==> src/inc/scm_pkg.sv <==
// constants for the crossing / off-track command register block
package scm_pkg;
	// ****************************************
	// bus map (byte address = 4 x index)
	// ****************************************
	localparam logic [7:0] SCM_IDX_XCFG = 8'h3c;
	localparam logic [7:0] SCM_IDX_SCFG = 8'h3d;
	localparam logic [7:0] SCM_IDX_STAT = 8'h40;
	localparam logic [15:0] SCM_XCFG_RST = 16'h0080;
	localparam logic [15:0] SCM_SCFG_RST = 16'h0000;
	localparam logic [15:0] SCM_XCFG_WMASK = 16'hfef0;
	localparam logic [15:0] SCM_SCFG_WMASK = 16'hf700;
	// field positions of the crossing register
	localparam int SCM_B_ZC_SAMPLED = 15;
	localparam int SCM_B_ZC_DELAYED = 14;
	localparam int SCM_B_ZC_CENTER = 13;
	localparam int SCM_B_TF_CENTER = 12;
	localparam int SCM_B_CP_HI = 11;
	localparam int SCM_B_CP_LO = 10;
	localparam int SCM_B_MIR_REDIR = 9;
	localparam int SCM_B_BR_HI = 7;
	localparam int SCM_B_BR_LO = 6;
	localparam int SCM_B_QT_HI = 5;
	localparam int SCM_B_QT_LO = 4;
	// field positions of the sled / hold register
	localparam int SCM_B_SLED_SRC = 15;
	localparam int SCM_B_SLED_SWAP = 14;
	localparam int SCM_B_HOLD_SRC = 13;
	localparam int SCM_B_HOLD_SWAP = 12;
	localparam int SCM_B_CORR_OFF = 8;
	// ****************************************
	// timing at a 5 ns clock
	// ****************************************
	localparam int SCM_CLK_PS = 5000;
	localparam int SCM_SAMPLE_KHZ = 700;
	localparam int SCM_STEP_NS = 708;
	localparam int SCM_QT0_NS1000 = 5669;
	localparam int SCM_QT1_NS1000 = 11338;
	localparam int SCM_QT2_NS1000 = 22675;
	localparam int SCM_QT3_NS1000 = 45351;
	localparam int SCM_HPF_SHIFT = 7; // 1 kHz corner at 700 kHz rate
	localparam int SCM_DOUBLE_STEPS = 8;
	// least time in ps rounded up to whole clocks
	function automatic int scm_cyc_up(input int t_ps);
		return (t_ps + SCM_CLK_PS - 1) / SCM_CLK_PS;
	endfunction
	localparam int SCM_SAMPLE_CYC = 1000000000 / (SCM_SAMPLE_KHZ * SCM_CLK_PS);
	localparam int SCM_STEP_CYC = scm_cyc_up(SCM_STEP_NS * 1000);
	// qualification limits in whole clocks; the times above are in ns
	localparam int SCM_QT0_CYC = scm_cyc_up(SCM_QT0_NS1000 * 1000);
	localparam int SCM_QT1_CYC = scm_cyc_up(SCM_QT1_NS1000 * 1000);
	localparam int SCM_QT2_CYC = scm_cyc_up(SCM_QT2_NS1000 * 1000);
	localparam int SCM_QT3_CYC = scm_cyc_up(SCM_QT3_NS1000 * 1000);
endpackage

==> src/logic/scm_crossing_mirror.sv <==
// crossing select, off-track detector and sled/hold routing behind ahb-lite
`timescale 1ns/1ps
// How it works
// - count source: upper bit picks sampled, else 00 high-pass, 01 delayed; reset high-pass
// - sampled zero-cross is the error sign taken at the 700 kHz rate
// - delayed zero-cross lags sampled by one or two samples, picked externally
// - high-pass zero-cross is error sign after a 1 kHz high-pass
// - zero-cross taken from tracking error, or center error when bit set
// - tracking filter fed from tracking error, or center error when bit set
// - crossing pin: upper bit sampled, 01 high-pass, 00 normal count (reset)
// - redirect bit puts sampled zero-cross on the off-track pin
// - bottom hold rises 1/2/4/8 steps each ~708 ns; reset code 10
// - rate code used only while double-speed mode is off
// - off-track flag only after excess held for the whole qualification time
// - qualification time 5.669/11.338/22.675/45.351 us; reset 00
// - sled input from stage-two result when bit set, else sled register
// - sled coefficient swapped only with swap bit and gain-up2
// - hold input from stage-two result when bit set, else sled register
// - hold coefficient swapped only with swap bit and gain-up2
// - main bit off: no correction; sled-off bit limits it to tracking
// - sled-off bits: traverse, zero level, reference level, high to low
// - double-speed mode makes the bottom hold rise 8 steps each time, whatever the rate code
module scm_crossing_mirror
	import scm_pkg::*;
(
	input wire logic sys_clk_i,
	input wire logic rst_n_i,
	input wire logic hsel_i,
	input wire logic [31:0] haddr_i,
	input wire logic [1:0] htrans_i,
	input wire logic hwrite_i,
	input wire logic [2:0] hsize_i,
	input wire logic [31:0] hwdata_i,
	input wire logic hready_i,
	output logic [31:0] hrdata_o,
	output logic hreadyout_o,
	output logic hresp_o,
	input wire logic signed [7:0] track_err_in_i,
	input wire logic signed [7:0] center_err_in_i,
	input wire logic zc_delay_long_i,
	input wire logic bottom_double_speed_i,
	input wire logic [7:0] rf_env_i,
	input wire logic [7:0] mirror_level_i,
	input wire logic [7:0] sled_reg_i,
	input wire logic [7:0] track_stage2_result_i,
	input wire logic [7:0] sled_input_coef_i,
	input wire logic [7:0] gainup_sled_coef_i,
	input wire logic [7:0] hold_input_coef_i,
	input wire logic [7:0] gainup_hold_coef_i,
	input wire logic gainup2_i,
	input wire logic [2:0] corr_on_i,
	output logic signed [7:0] trkfilt_in_o,
	output logic [7:0] sled_filt_in_o,
	output logic [7:0] sled_coef_o,
	output logic [7:0] hold_filt_in_o,
	output logic [7:0] hold_coef_o,
	output logic [2:0] trk_corr_en_o,
	output logic [2:0] sled_corr_en_o,
	output logic track_crossing_count_o,
	output logic off_track_flag_o
);
	// ****************************************
	// bus slave
	// ****************************************
	logic [15:0] xcfg_q;
	logic [15:0] scfg_q;
	logic wr_pend_q;
	logic [7:0] wr_idx_q;
	logic [7:0] a_idx;
	logic a_take;
	logic [4:0] stat;
	assign a_idx = haddr_i[9:2];
	assign a_take = hsel_i && htrans_i[1] && hready_i;

	// zero wait state, always okay
	always_ff @(posedge sys_clk_i or negedge rst_n_i)
	begin
		if (!rst_n_i)
		begin
			hreadyout_o <= 1'b1;
			hresp_o <= 1'b0;
		end
		else
		begin
			hreadyout_o <= 1'b1;
			hresp_o <= 1'b0;
		end
	end

	// address phase capture of writes
	always_ff @(posedge sys_clk_i or negedge rst_n_i)
	begin
		if (!rst_n_i)
		begin
			wr_pend_q <= 1'b0;
			wr_idx_q <= 8'h00;
		end
		else
		begin
			wr_pend_q <= a_take && hwrite_i;
			wr_idx_q <= a_idx;
		end
	end

	// command registers; fixed-zero positions never store
	always_ff @(posedge sys_clk_i or negedge rst_n_i)
	begin
		if (!rst_n_i)
		begin
			xcfg_q <= SCM_XCFG_RST;
			scfg_q <= SCM_SCFG_RST;
		end
		else if (wr_pend_q)
		begin
			if (wr_idx_q == SCM_IDX_XCFG)
				xcfg_q <= hwdata_i[15:0] & SCM_XCFG_WMASK;
			if (wr_idx_q == SCM_IDX_SCFG)
				scfg_q <= hwdata_i[15:0] & SCM_SCFG_WMASK;
		end
	end

	// read data prepared in the address phase; command registers are write-only
	always_ff @(posedge sys_clk_i or negedge rst_n_i)
	begin
		if (!rst_n_i)
			hrdata_o <= 32'h0000_0000;
		else if (a_take && !hwrite_i && a_idx == SCM_IDX_STAT)
			hrdata_o <= {27'h000_0000, stat};
		else if (a_take)
			hrdata_o <= 32'h0000_0000;
	end

	// ****************************************
	// zero-cross generation
	// ****************************************
	logic [8:0] samp_cnt_q;
	logic samp_tick;
	logic signed [7:0] zc_src;
	logic sampled_q;
	logic [1:0] dly_q;
	logic delayed;
	logic signed [15:0] hp_avg_q;
	logic signed [15:0] hp_diff;
	logic highpass_q;
	logic track_zero_cross;
	assign samp_tick = samp_cnt_q == 9'(SCM_SAMPLE_CYC - 1);
	assign zc_src = xcfg_q[SCM_B_ZC_CENTER] ? center_err_in_i : track_err_in_i;
	assign hp_diff = 16'({zc_src, 8'h00}) - hp_avg_q;
	assign delayed = zc_delay_long_i ? dly_q[1] : dly_q[0];

	// 700 kHz sample enable
	always_ff @(posedge sys_clk_i or negedge rst_n_i)
	begin
		if (!rst_n_i)
			samp_cnt_q <= 9'h000;
		else if (samp_tick)
			samp_cnt_q <= 9'h000;
		else
			samp_cnt_q <= samp_cnt_q + 9'h001;
	end

	// sampled sign, its delay line and the high-pass sign
	always_ff @(posedge sys_clk_i or negedge rst_n_i)
	begin
		if (!rst_n_i)
		begin
			sampled_q <= 1'b0;
			dly_q <= 2'b00;
			hp_avg_q <= 16'sh0000;
			highpass_q <= 1'b0;
		end
		else if (samp_tick)
		begin
			sampled_q <= !zc_src[7];
			dly_q <= {dly_q[0], sampled_q};
			hp_avg_q <= hp_avg_q + (hp_diff >>> SCM_HPF_SHIFT);
			highpass_q <= !hp_diff[15];
		end
	end

	// count source select
	always_comb
	begin
		if (xcfg_q[SCM_B_ZC_SAMPLED])
			track_zero_cross = sampled_q;
		else if (xcfg_q[SCM_B_ZC_DELAYED])
			track_zero_cross = delayed;
		else
			track_zero_cross = highpass_q;
	end

	// normal crossing count toggles on each rising crossing
	logic tzc_last_q;
	logic count_q;
	always_ff @(posedge sys_clk_i or negedge rst_n_i)
	begin
		if (!rst_n_i)
		begin
			tzc_last_q <= 1'b0;
			count_q <= 1'b0;
		end
		else
		begin
			tzc_last_q <= track_zero_cross;
			if (track_zero_cross && !tzc_last_q)
				count_q <= !count_q;
		end
	end

	// ****************************************
	// off-track detector
	// ****************************************
	logic [7:0] step_cnt_q;
	logic step_tick;
	logic [7:0] bottom_q;
	logic [7:0] peak_q;
	logic [8:0] bottom_up;
	logic [3:0] rise;
	logic [7:0] excess;
	logic [13:0] qual_cnt_q;
	logic [13:0] qual_lim;
	logic mirror_q;
	assign step_tick = step_cnt_q == 8'(SCM_STEP_CYC - 1);
	assign excess = peak_q - bottom_q;

	// steps per cycle from the rate code unless double speed is on
	always_comb
	begin
		if (bottom_double_speed_i)
			rise = 4'(SCM_DOUBLE_STEPS);
		else
			rise = 4'h1 << {xcfg_q[SCM_B_BR_HI], xcfg_q[SCM_B_BR_LO]};
		bottom_up = {1'b0, bottom_q} + {5'h00, rise};
	end

	// qualification time per code
	always_comb
	begin
		unique case ({xcfg_q[SCM_B_QT_HI], xcfg_q[SCM_B_QT_LO]})
			2'b00: qual_lim = 14'(SCM_QT0_CYC);
			2'b01: qual_lim = 14'(SCM_QT1_CYC);
			2'b10: qual_lim = 14'(SCM_QT2_CYC);
			2'b11: qual_lim = 14'(SCM_QT3_CYC);
		endcase
	end

	// hold step enable, about 708 ns
	always_ff @(posedge sys_clk_i or negedge rst_n_i)
	begin
		if (!rst_n_i)
			step_cnt_q <= 8'h00;
		else if (step_tick)
			step_cnt_q <= 8'h00;
		else
			step_cnt_q <= step_cnt_q + 8'h01;
	end

	// bottom follows down at once and creeps up; peak the mirror image
	always_ff @(posedge sys_clk_i or negedge rst_n_i)
	begin
		if (!rst_n_i)
		begin
			bottom_q <= 8'h00;
			peak_q <= 8'h00;
		end
		else
		begin
			if (rf_env_i < bottom_q)
				bottom_q <= rf_env_i;
			else if (step_tick)
				bottom_q <= (bottom_up > {1'b0, rf_env_i}) ? rf_env_i : bottom_up[7:0];
			if (rf_env_i > peak_q)
				peak_q <= rf_env_i;
			else if (step_tick && peak_q != 8'h00)
				peak_q <= peak_q - 8'h01;
		end
	end

	// flag only after a continuous run above the comparator level
	always_ff @(posedge sys_clk_i or negedge rst_n_i)
	begin
		if (!rst_n_i)
		begin
			qual_cnt_q <= 14'h0000;
			mirror_q <= 1'b0;
		end
		else if (excess > mirror_level_i)
		begin
			if (qual_cnt_q < qual_lim)
				qual_cnt_q <= qual_cnt_q + 14'h0001;
			mirror_q <= qual_cnt_q >= qual_lim;
		end
		else
		begin
			qual_cnt_q <= 14'h0000;
			mirror_q <= 1'b0;
		end
	end

	// ****************************************
	// registered outputs
	// ****************************************
	logic [1:0] cp_sel;
	assign cp_sel = {xcfg_q[SCM_B_CP_HI], xcfg_q[SCM_B_CP_LO]};
	assign stat = {mirror_q, count_q, delayed, highpass_q, sampled_q};

	// pins and filter routing
	always_ff @(posedge sys_clk_i or negedge rst_n_i)
	begin
		if (!rst_n_i)
		begin
			track_crossing_count_o <= 1'b0;
			off_track_flag_o <= 1'b0;
			trkfilt_in_o <= 8'sh00;
			sled_filt_in_o <= 8'h00;
			sled_coef_o <= 8'h00;
			hold_filt_in_o <= 8'h00;
			hold_coef_o <= 8'h00;
			trk_corr_en_o <= 3'b000;
			sled_corr_en_o <= 3'b000;
		end
		else
		begin
			if (cp_sel[1])
				track_crossing_count_o <= sampled_q;
			else if (cp_sel[0])
				track_crossing_count_o <= highpass_q;
			else
				track_crossing_count_o <= count_q;
			off_track_flag_o <= xcfg_q[SCM_B_MIR_REDIR] ? sampled_q : mirror_q;
			trkfilt_in_o <= xcfg_q[SCM_B_TF_CENTER] ? center_err_in_i : track_err_in_i;
			sled_filt_in_o <= scfg_q[SCM_B_SLED_SRC] ? track_stage2_result_i : sled_reg_i;
			sled_coef_o <= (scfg_q[SCM_B_SLED_SWAP] && gainup2_i)
				? gainup_sled_coef_i : sled_input_coef_i;
			hold_filt_in_o <= scfg_q[SCM_B_HOLD_SRC] ? track_stage2_result_i : sled_reg_i;
			hold_coef_o <= (scfg_q[SCM_B_HOLD_SWAP] && gainup2_i)
				? gainup_hold_coef_i : hold_input_coef_i;
			trk_corr_en_o <= corr_on_i;
			// bit 2 traverse, 1 zero level, 0 reference level
			sled_corr_en_o <= corr_on_i & ~scfg_q[SCM_B_CORR_OFF +: 3];
		end
	end
endmodule // scm_crossing_mirror

==> config.mk <==
export PLATFORM = sky130hd
export DESIGN_NAME = scm_crossing_mirror
export DESIGN_NICKNAME = d
export VERILOG_FILES = /design/src/inc/scm_pkg.sv /design/src/logic/scm_crossing_mirror.sv
export SDC_FILE = /design/constraint.sdc
export NUM_CORES = 1
export LEC_CHECK = 0
export ABC_CLOCK_PERIOD_IN_PS = 5420
export BUFFER_PORTS_ARGS = -buffer_cell sky130_fd_sc_hd__buf_2
export CORE_ASPECT_RATIO = 1.5
export CORE_MARGIN = 2
export CORE_UTILIZATION = 50
export CTS_CLUSTER_DIAMETER = 60
export DETAILED_ROUTE_END_ITERATION = 7
export PLACE_DENSITY = 0.82
export SETUP_SLACK_MARGIN = 0.1
export SYNTH_ARGS = -nofsm -noshare
export SYNTH_HDL_FRONTEND = slang
export SYNTH_SLANG_ARGS = --single-unit
==> constraint.sdc <==
create_clock -name sys_clk_i -period 5.42 [get_ports sys_clk_i]
set_input_delay 1.626 -clock sys_clk_i [delete_from_list [all_inputs] [get_ports sys_clk_i]]
set_output_delay 1.626 -clock sys_clk_i [all_outputs]
set_load 0.02 [all_outputs]
## Word-level counts from Yosys, hierarchy flattened

Cells that the tools add are included.

| word-level totals | value |
|---|---|
| logic and storage cells | 99 |
| register bits after elaboration | 177 |
| input bits | 160 |

| cells by class | value |
|---|---|
| equality and inequality tests | 9 |
| reduce and logical (&&, ||, !) cells | 21 |
| add/subtract/negate cells | 8 |
| $lt $le $gt $ge | 6 |
| bitwise operators | 2 |
| shifts and indexed selects | 1 |
| multiplexer cells | 26 |

Operator list:

| operator | count |
|---|---|
| two-way mux 8 bit | 12 |
| two-way mux 32 bit | 2 |
| case mux 14 bit (4 select lines) | 1 |
| two-way mux 14 bit | 2 |
| adder 16 x 9 -> 16 bit | 1 |
| == test 8 x 6 -> 1 bit (second input constant) | 2 |
| greater-than comparator 8 bit | 2 |
| subtractor 16 bit | 1 |
| adder 14 x 1 -> 14 bit (second input constant) | 1 |
| greater-or-equal comparator 14 bit | 1 |
| < comparator 14 bit | 1 |
| adder 8 x 4 -> 9 bit | 1 |
| adder 9 x 1 -> 9 bit (second input constant) | 1 |
| == test 9 bit (second input constant) | 1 |
| greater-than comparator 9 x 8 -> 1 bit | 1 |
| logical AND 1 bit | 9 |
| two-way mux 9 bit | 1 |
| adder 8 x 1 -> 8 bit (second input constant) | 1 |
| == test 8 x 7 -> 1 bit (second input constant) | 1 |
| == test 8 bit (second input constant) | 1 |
| < comparator 8 bit | 1 |
| nonzero test 8 bit | 1 |
| subtractor 8 x 1 -> 8 bit (second input constant) | 1 |
| subtractor 8 bit | 1 |
| 12 further kinds | 26 |

## Logic depth before layout (Yosys ltp)

| depth | value |
|---|---|
| depth after elaboration | 7 |
| mapped depth | 17 |

## Worst setup path before layout

Ideal clock, no wire load.

| path | value |
|---|---|
| path kind | input -> register |
| from | input port center_err_in_i[0] |
| to | register hp_avg_q[15] |
| setup time | 0.123 ns |
| stages on the path | 15 |
| arrival | 4.844 ns |
| slack | 0.453 ns |
| cell sequence | mux2_2 ha_1 a31oi_1 o21ai_1 a211oi_1 xnor2_1 ha_1 o21ai_0 nand2b_1 a21oi_1 a211oi_1 a2111oi_0 o21a_1 a21oi_1 xnor2_1 |

| on the way | value |
|---|---|
| word-level cells in the longest chain between the ends | 3 |

RTL lines:

| item | RTL line | text |
|---|---|---|
| start, declared | scm_crossing_mirror.sv:39 | `input wire logic signed [7:0] center_err_in_i,` |
| two-way mux 8 bit | scm_crossing_mirror.sv:147 | `assign zc_src = xcfg_q[SCM_B_ZC_CENTER] ? center_err_in_i : track_err_in_i;` |
| subtractor 16 bit | scm_crossing_mirror.sv:148 | `assign hp_diff = 16'({zc_src, 8'h00}) - hp_avg_q;` |
| adder 16 x 9 -> 16 bit | scm_crossing_mirror.sv:176 | `hp_avg_q <= hp_avg_q + (hp_diff >>> SCM_HPF_SHIFT);` |
| end signal, assigned | scm_crossing_mirror.sv:176 |  |
| end, declared | scm_crossing_mirror.sv:142 | `logic signed [15:0] hp_avg_q;` |

No other way between the ends.
A chain may end at the register's enable or synchronous reset.

## Worst setup path after layout

Same ends and word-level chain as after synthesis.

==> reports/qor.txt <==
status = finished clean
final WL = 19,500 um
EDFF count, synth = 0
Mean Syn Cell Area = 10.4 um^2
Fin Clk Skew = 0.00906 ns
GR Util met3 = 3.82%
Clock Power Share = 31.1%
Core Util, Final = 60.3%
maximum vdd drop = 606 uV
switching part of the total power = 35.5%
All-Layer GR Usage = 21.1%
fin crit period = 4.97 ns
Num Clock Sinks = 150
RSZ-0062 raised after global routing = false
via count = 6,646
period utilization = 91.8%
Slew HR = 27.3%
Pwr Density = 391 nW/um^2
setup_tns = 0 ns
worst path bufs/invs = 1
Fin. Hold Viols = 0
Buffers on Ports = 164
part of the power in registers = 32.5%
crit path cell chain = buf_2 -> mux2_2 -> ha_1 -> a31oi_1 -> o21ai_1 -> a211oi_1 -> xnor2_1 -> ha_1 -> o21ai_0 -> nand2b_1 -> a21oi_1 -> a211oi_1 -> a2111oi_0 -> o21a_1 -> a21oi_1 -> xnor2_1
Starting Density = 51.1%
Setup crit start kind = primary input
post-route cell area = 10,500 um^2
Die Width = 113 um
DR iter-0 viols = 270
sequential share of the synthesized area = 42.4%
largest net degree at the start of global routing = 82
vias in the first global route = 6,826
LEAKAGE = 5.27 nW
power share of the combinational group = 36.4%
initial antenna violation count = 2
post-synthesis cell count = 855
drt first pass iters = 7
postcts setup bufs = 0
Final Non-Filler Cells = 1,254
Critical Path Fanout Max = 5
P_sw = 1.45 mW
# placed instances = 1,221
clock-pin slew on the worst setup and hold paths = 0.07 ns
Pwr Total = 4.10 mW
post-synthesis cell area = 8860 um^2
Nets = 1,280
Place WS = 0.152 ns
Min Hold Slack = 0.428 ns
fraction of layout cells with a size suffix above 1 = 26.4%
Final WS setup = 0.447 ns
met1 GRT Util = 24.0%
# setup viols final = 0
clk root buf = clkbuf_16
grt peak-use layer = met2
commonest non-fill, non-tap cell in the layout = buf_2
IO Count = 242
Hold/Removal Path Class = reg2reg
max-cap violation count = 0
vias per cell = 5.30
Post-CTS Hold Buffers = 0
Core Area = 17,300 um^2
die area = 18,800 um^2
crit path capture type = register
Crit path max-delay family = compound AO/OA/AOI/OAI gates
asr flop ratio synth = 100%
fill cell count = 1,437
Area Growth Syn to Fin = 18.2%
Max Slew Vio Count = 0
most frequent cells in the layout = 163 x buf_2, 149 x dfrtp_1, 90 x ha_1, 69 x nand2_1, 65 x mux2_2
overflow left after global routing = 0
CP max stage cell = a2111oi_0
post-cts repair resize count = 0
Placer Congestion = 0.905
CTS buffer count = 17
kind of critical path = in2reg
die span in y = 167 um
FF+latch count, synth = 150
worst-skew pair later-pin latency = 0.42 ns
met2 Usage GRT = 38.4%
# rows = 59
internal power = 2.64 mW
Yosys cell types = 56
Detail Route Antenna Nets = 0
Worst path max stage delay = 0.63 ns
WL per Instance = 15.5 um
CTS max path bufs = 2
first-pass GRT wire length = 32,100 um
Slew @ Worst Pin = 1.09 ns
Placed Area = 9820 um^2
CTS H-tree lvls = 4
TritonCTS clock tree = done
Worst EP arrival = 5.28 ns
Achievable Freq = 0.201 GHz
Critical Path RT = 5.73 ns
hpwl dp = 14,900 um
most frequently used flop master after synthesis = dfrtp_1
Residual DRC = 0
Ys Warns = 0
[cell type report]
class	instances	area (um^2)	area share [%]
well taps	213	267	2.55
diodes	1	2.50	0.0239
repair buffers	171	880	8.40
clock buffers	19	453	4.33
flip-flops and latches	150	3750	35.9
inverters	63	236	2.26
clock inverters	13	189	1.80
multi-input cells	624	4690	44.8
[metal layers]
metal	up-vias	wire (um)
met5	-	10
met4	2	476
met3	45	667
met2	140	10600
met1	3209	7740
li1	3250	-
[sequential cells by signal, indices dropped and copies added (netlist names), 9 cells and up]
name and cells:
samp_cnt_q 9, qual_cnt_q 14, xcfg_q 11, hp_avg_q 16
[power by group through the flow]
stage / clock [mW] / combinational (mW) / sequential [mW]
floorplan: 0 / 1.10 / 1.36
global placement: 0 / 1.44 / 1.35
detailed placement: 0 / 1.49 / 1.35
CTS: 1.30 / 1.51 / 1.33
global route: 1.34 / 1.70 / 1.35
finish: 1.27 / 1.49 / 1.33
[worst register-to-register path: cells and delay by family (launching register included)]
family	cells	cell delay, ns
multiplexers	1	0.40
XOR/XNOR	2	0.34
AND/OR/NAND/NOR	1	0.07
AO/OA/AOI/OAI	9	2.25
flip-flops	1	0.61
adder cells (fa/ha/maj)	2	0.64
[cells in the mapped netlist (9+ instances only)]
| cell | count | share of area, % |
|---|---|---|
| xnor2_1 | 39 | 3.9 |
| nor2b_1 | 10 | 0.71 |
| nor2_1 | 49 | 2.1 |
| o21ai_0 | 45 | 2.5 |
| dfrtp_1 | 149 | 42 |
| ha_1 | 90 | 13 |
| a21oi_1 | 38 | 2.1 |
| buf_4 | 29 | 2.5 |
| xor2_1 | 30 | 3.0 |
| mux2_2 | 65 | 8.3 |
| nor4_1 | 9 | 0.64 |
| mux2i_1 | 12 | 1.4 |
| clkbuf_1 | 13 | 0.55 |
| nand4_1 | 9 | 0.64 |
| nand2_1 | 69 | 2.9 |
| inv_1 | 63 | 2.7 |
| nand3_1 | 27 | 1.5 |
| a21o_1 | 22 | 1.9 |
[final timing paths]
kind / from / to / slack (ns) / cells past startpoint
hold / removal: scfg_q[8]$_DFFE_PN0P_ / sled_corr_en_o[0]$_DFF_PN0_ / 0.43 / 1
min in group asynchronous: rst_n_i / peak_q[2]$_DFFE_PN0P_ / 1.21 / 1
setup / recovery: center_err_in_i[0] / hp_avg_q[15]$_DFFE_PN0N_ / 0.45 / 16
hold reg to reg: scfg_q[8]$_DFFE_PN0P_ / sled_corr_en_o[0]$_DFF_PN0_ / 0.43 / 1
max in group asynchronous: rst_n_i / sled_corr_en_o[2]$_DFF_PN0_ / 3.20 / 2
setup reg to reg: xcfg_q[13]$_DFFE_PN0P_ / hp_avg_q[15]$_DFFE_PN0N_ / 1.00 / 15
[cells by family after synthesis]
logic type	synth area share (%)
other cells	0.0848
xor+xnor	6.82
flops	42.4
simple gates	11.7
mux	9.62
compound gates	10.1
fa+ha+maj	13.4
buf+inv	5.85
Power figures use the tool's default switching activity.
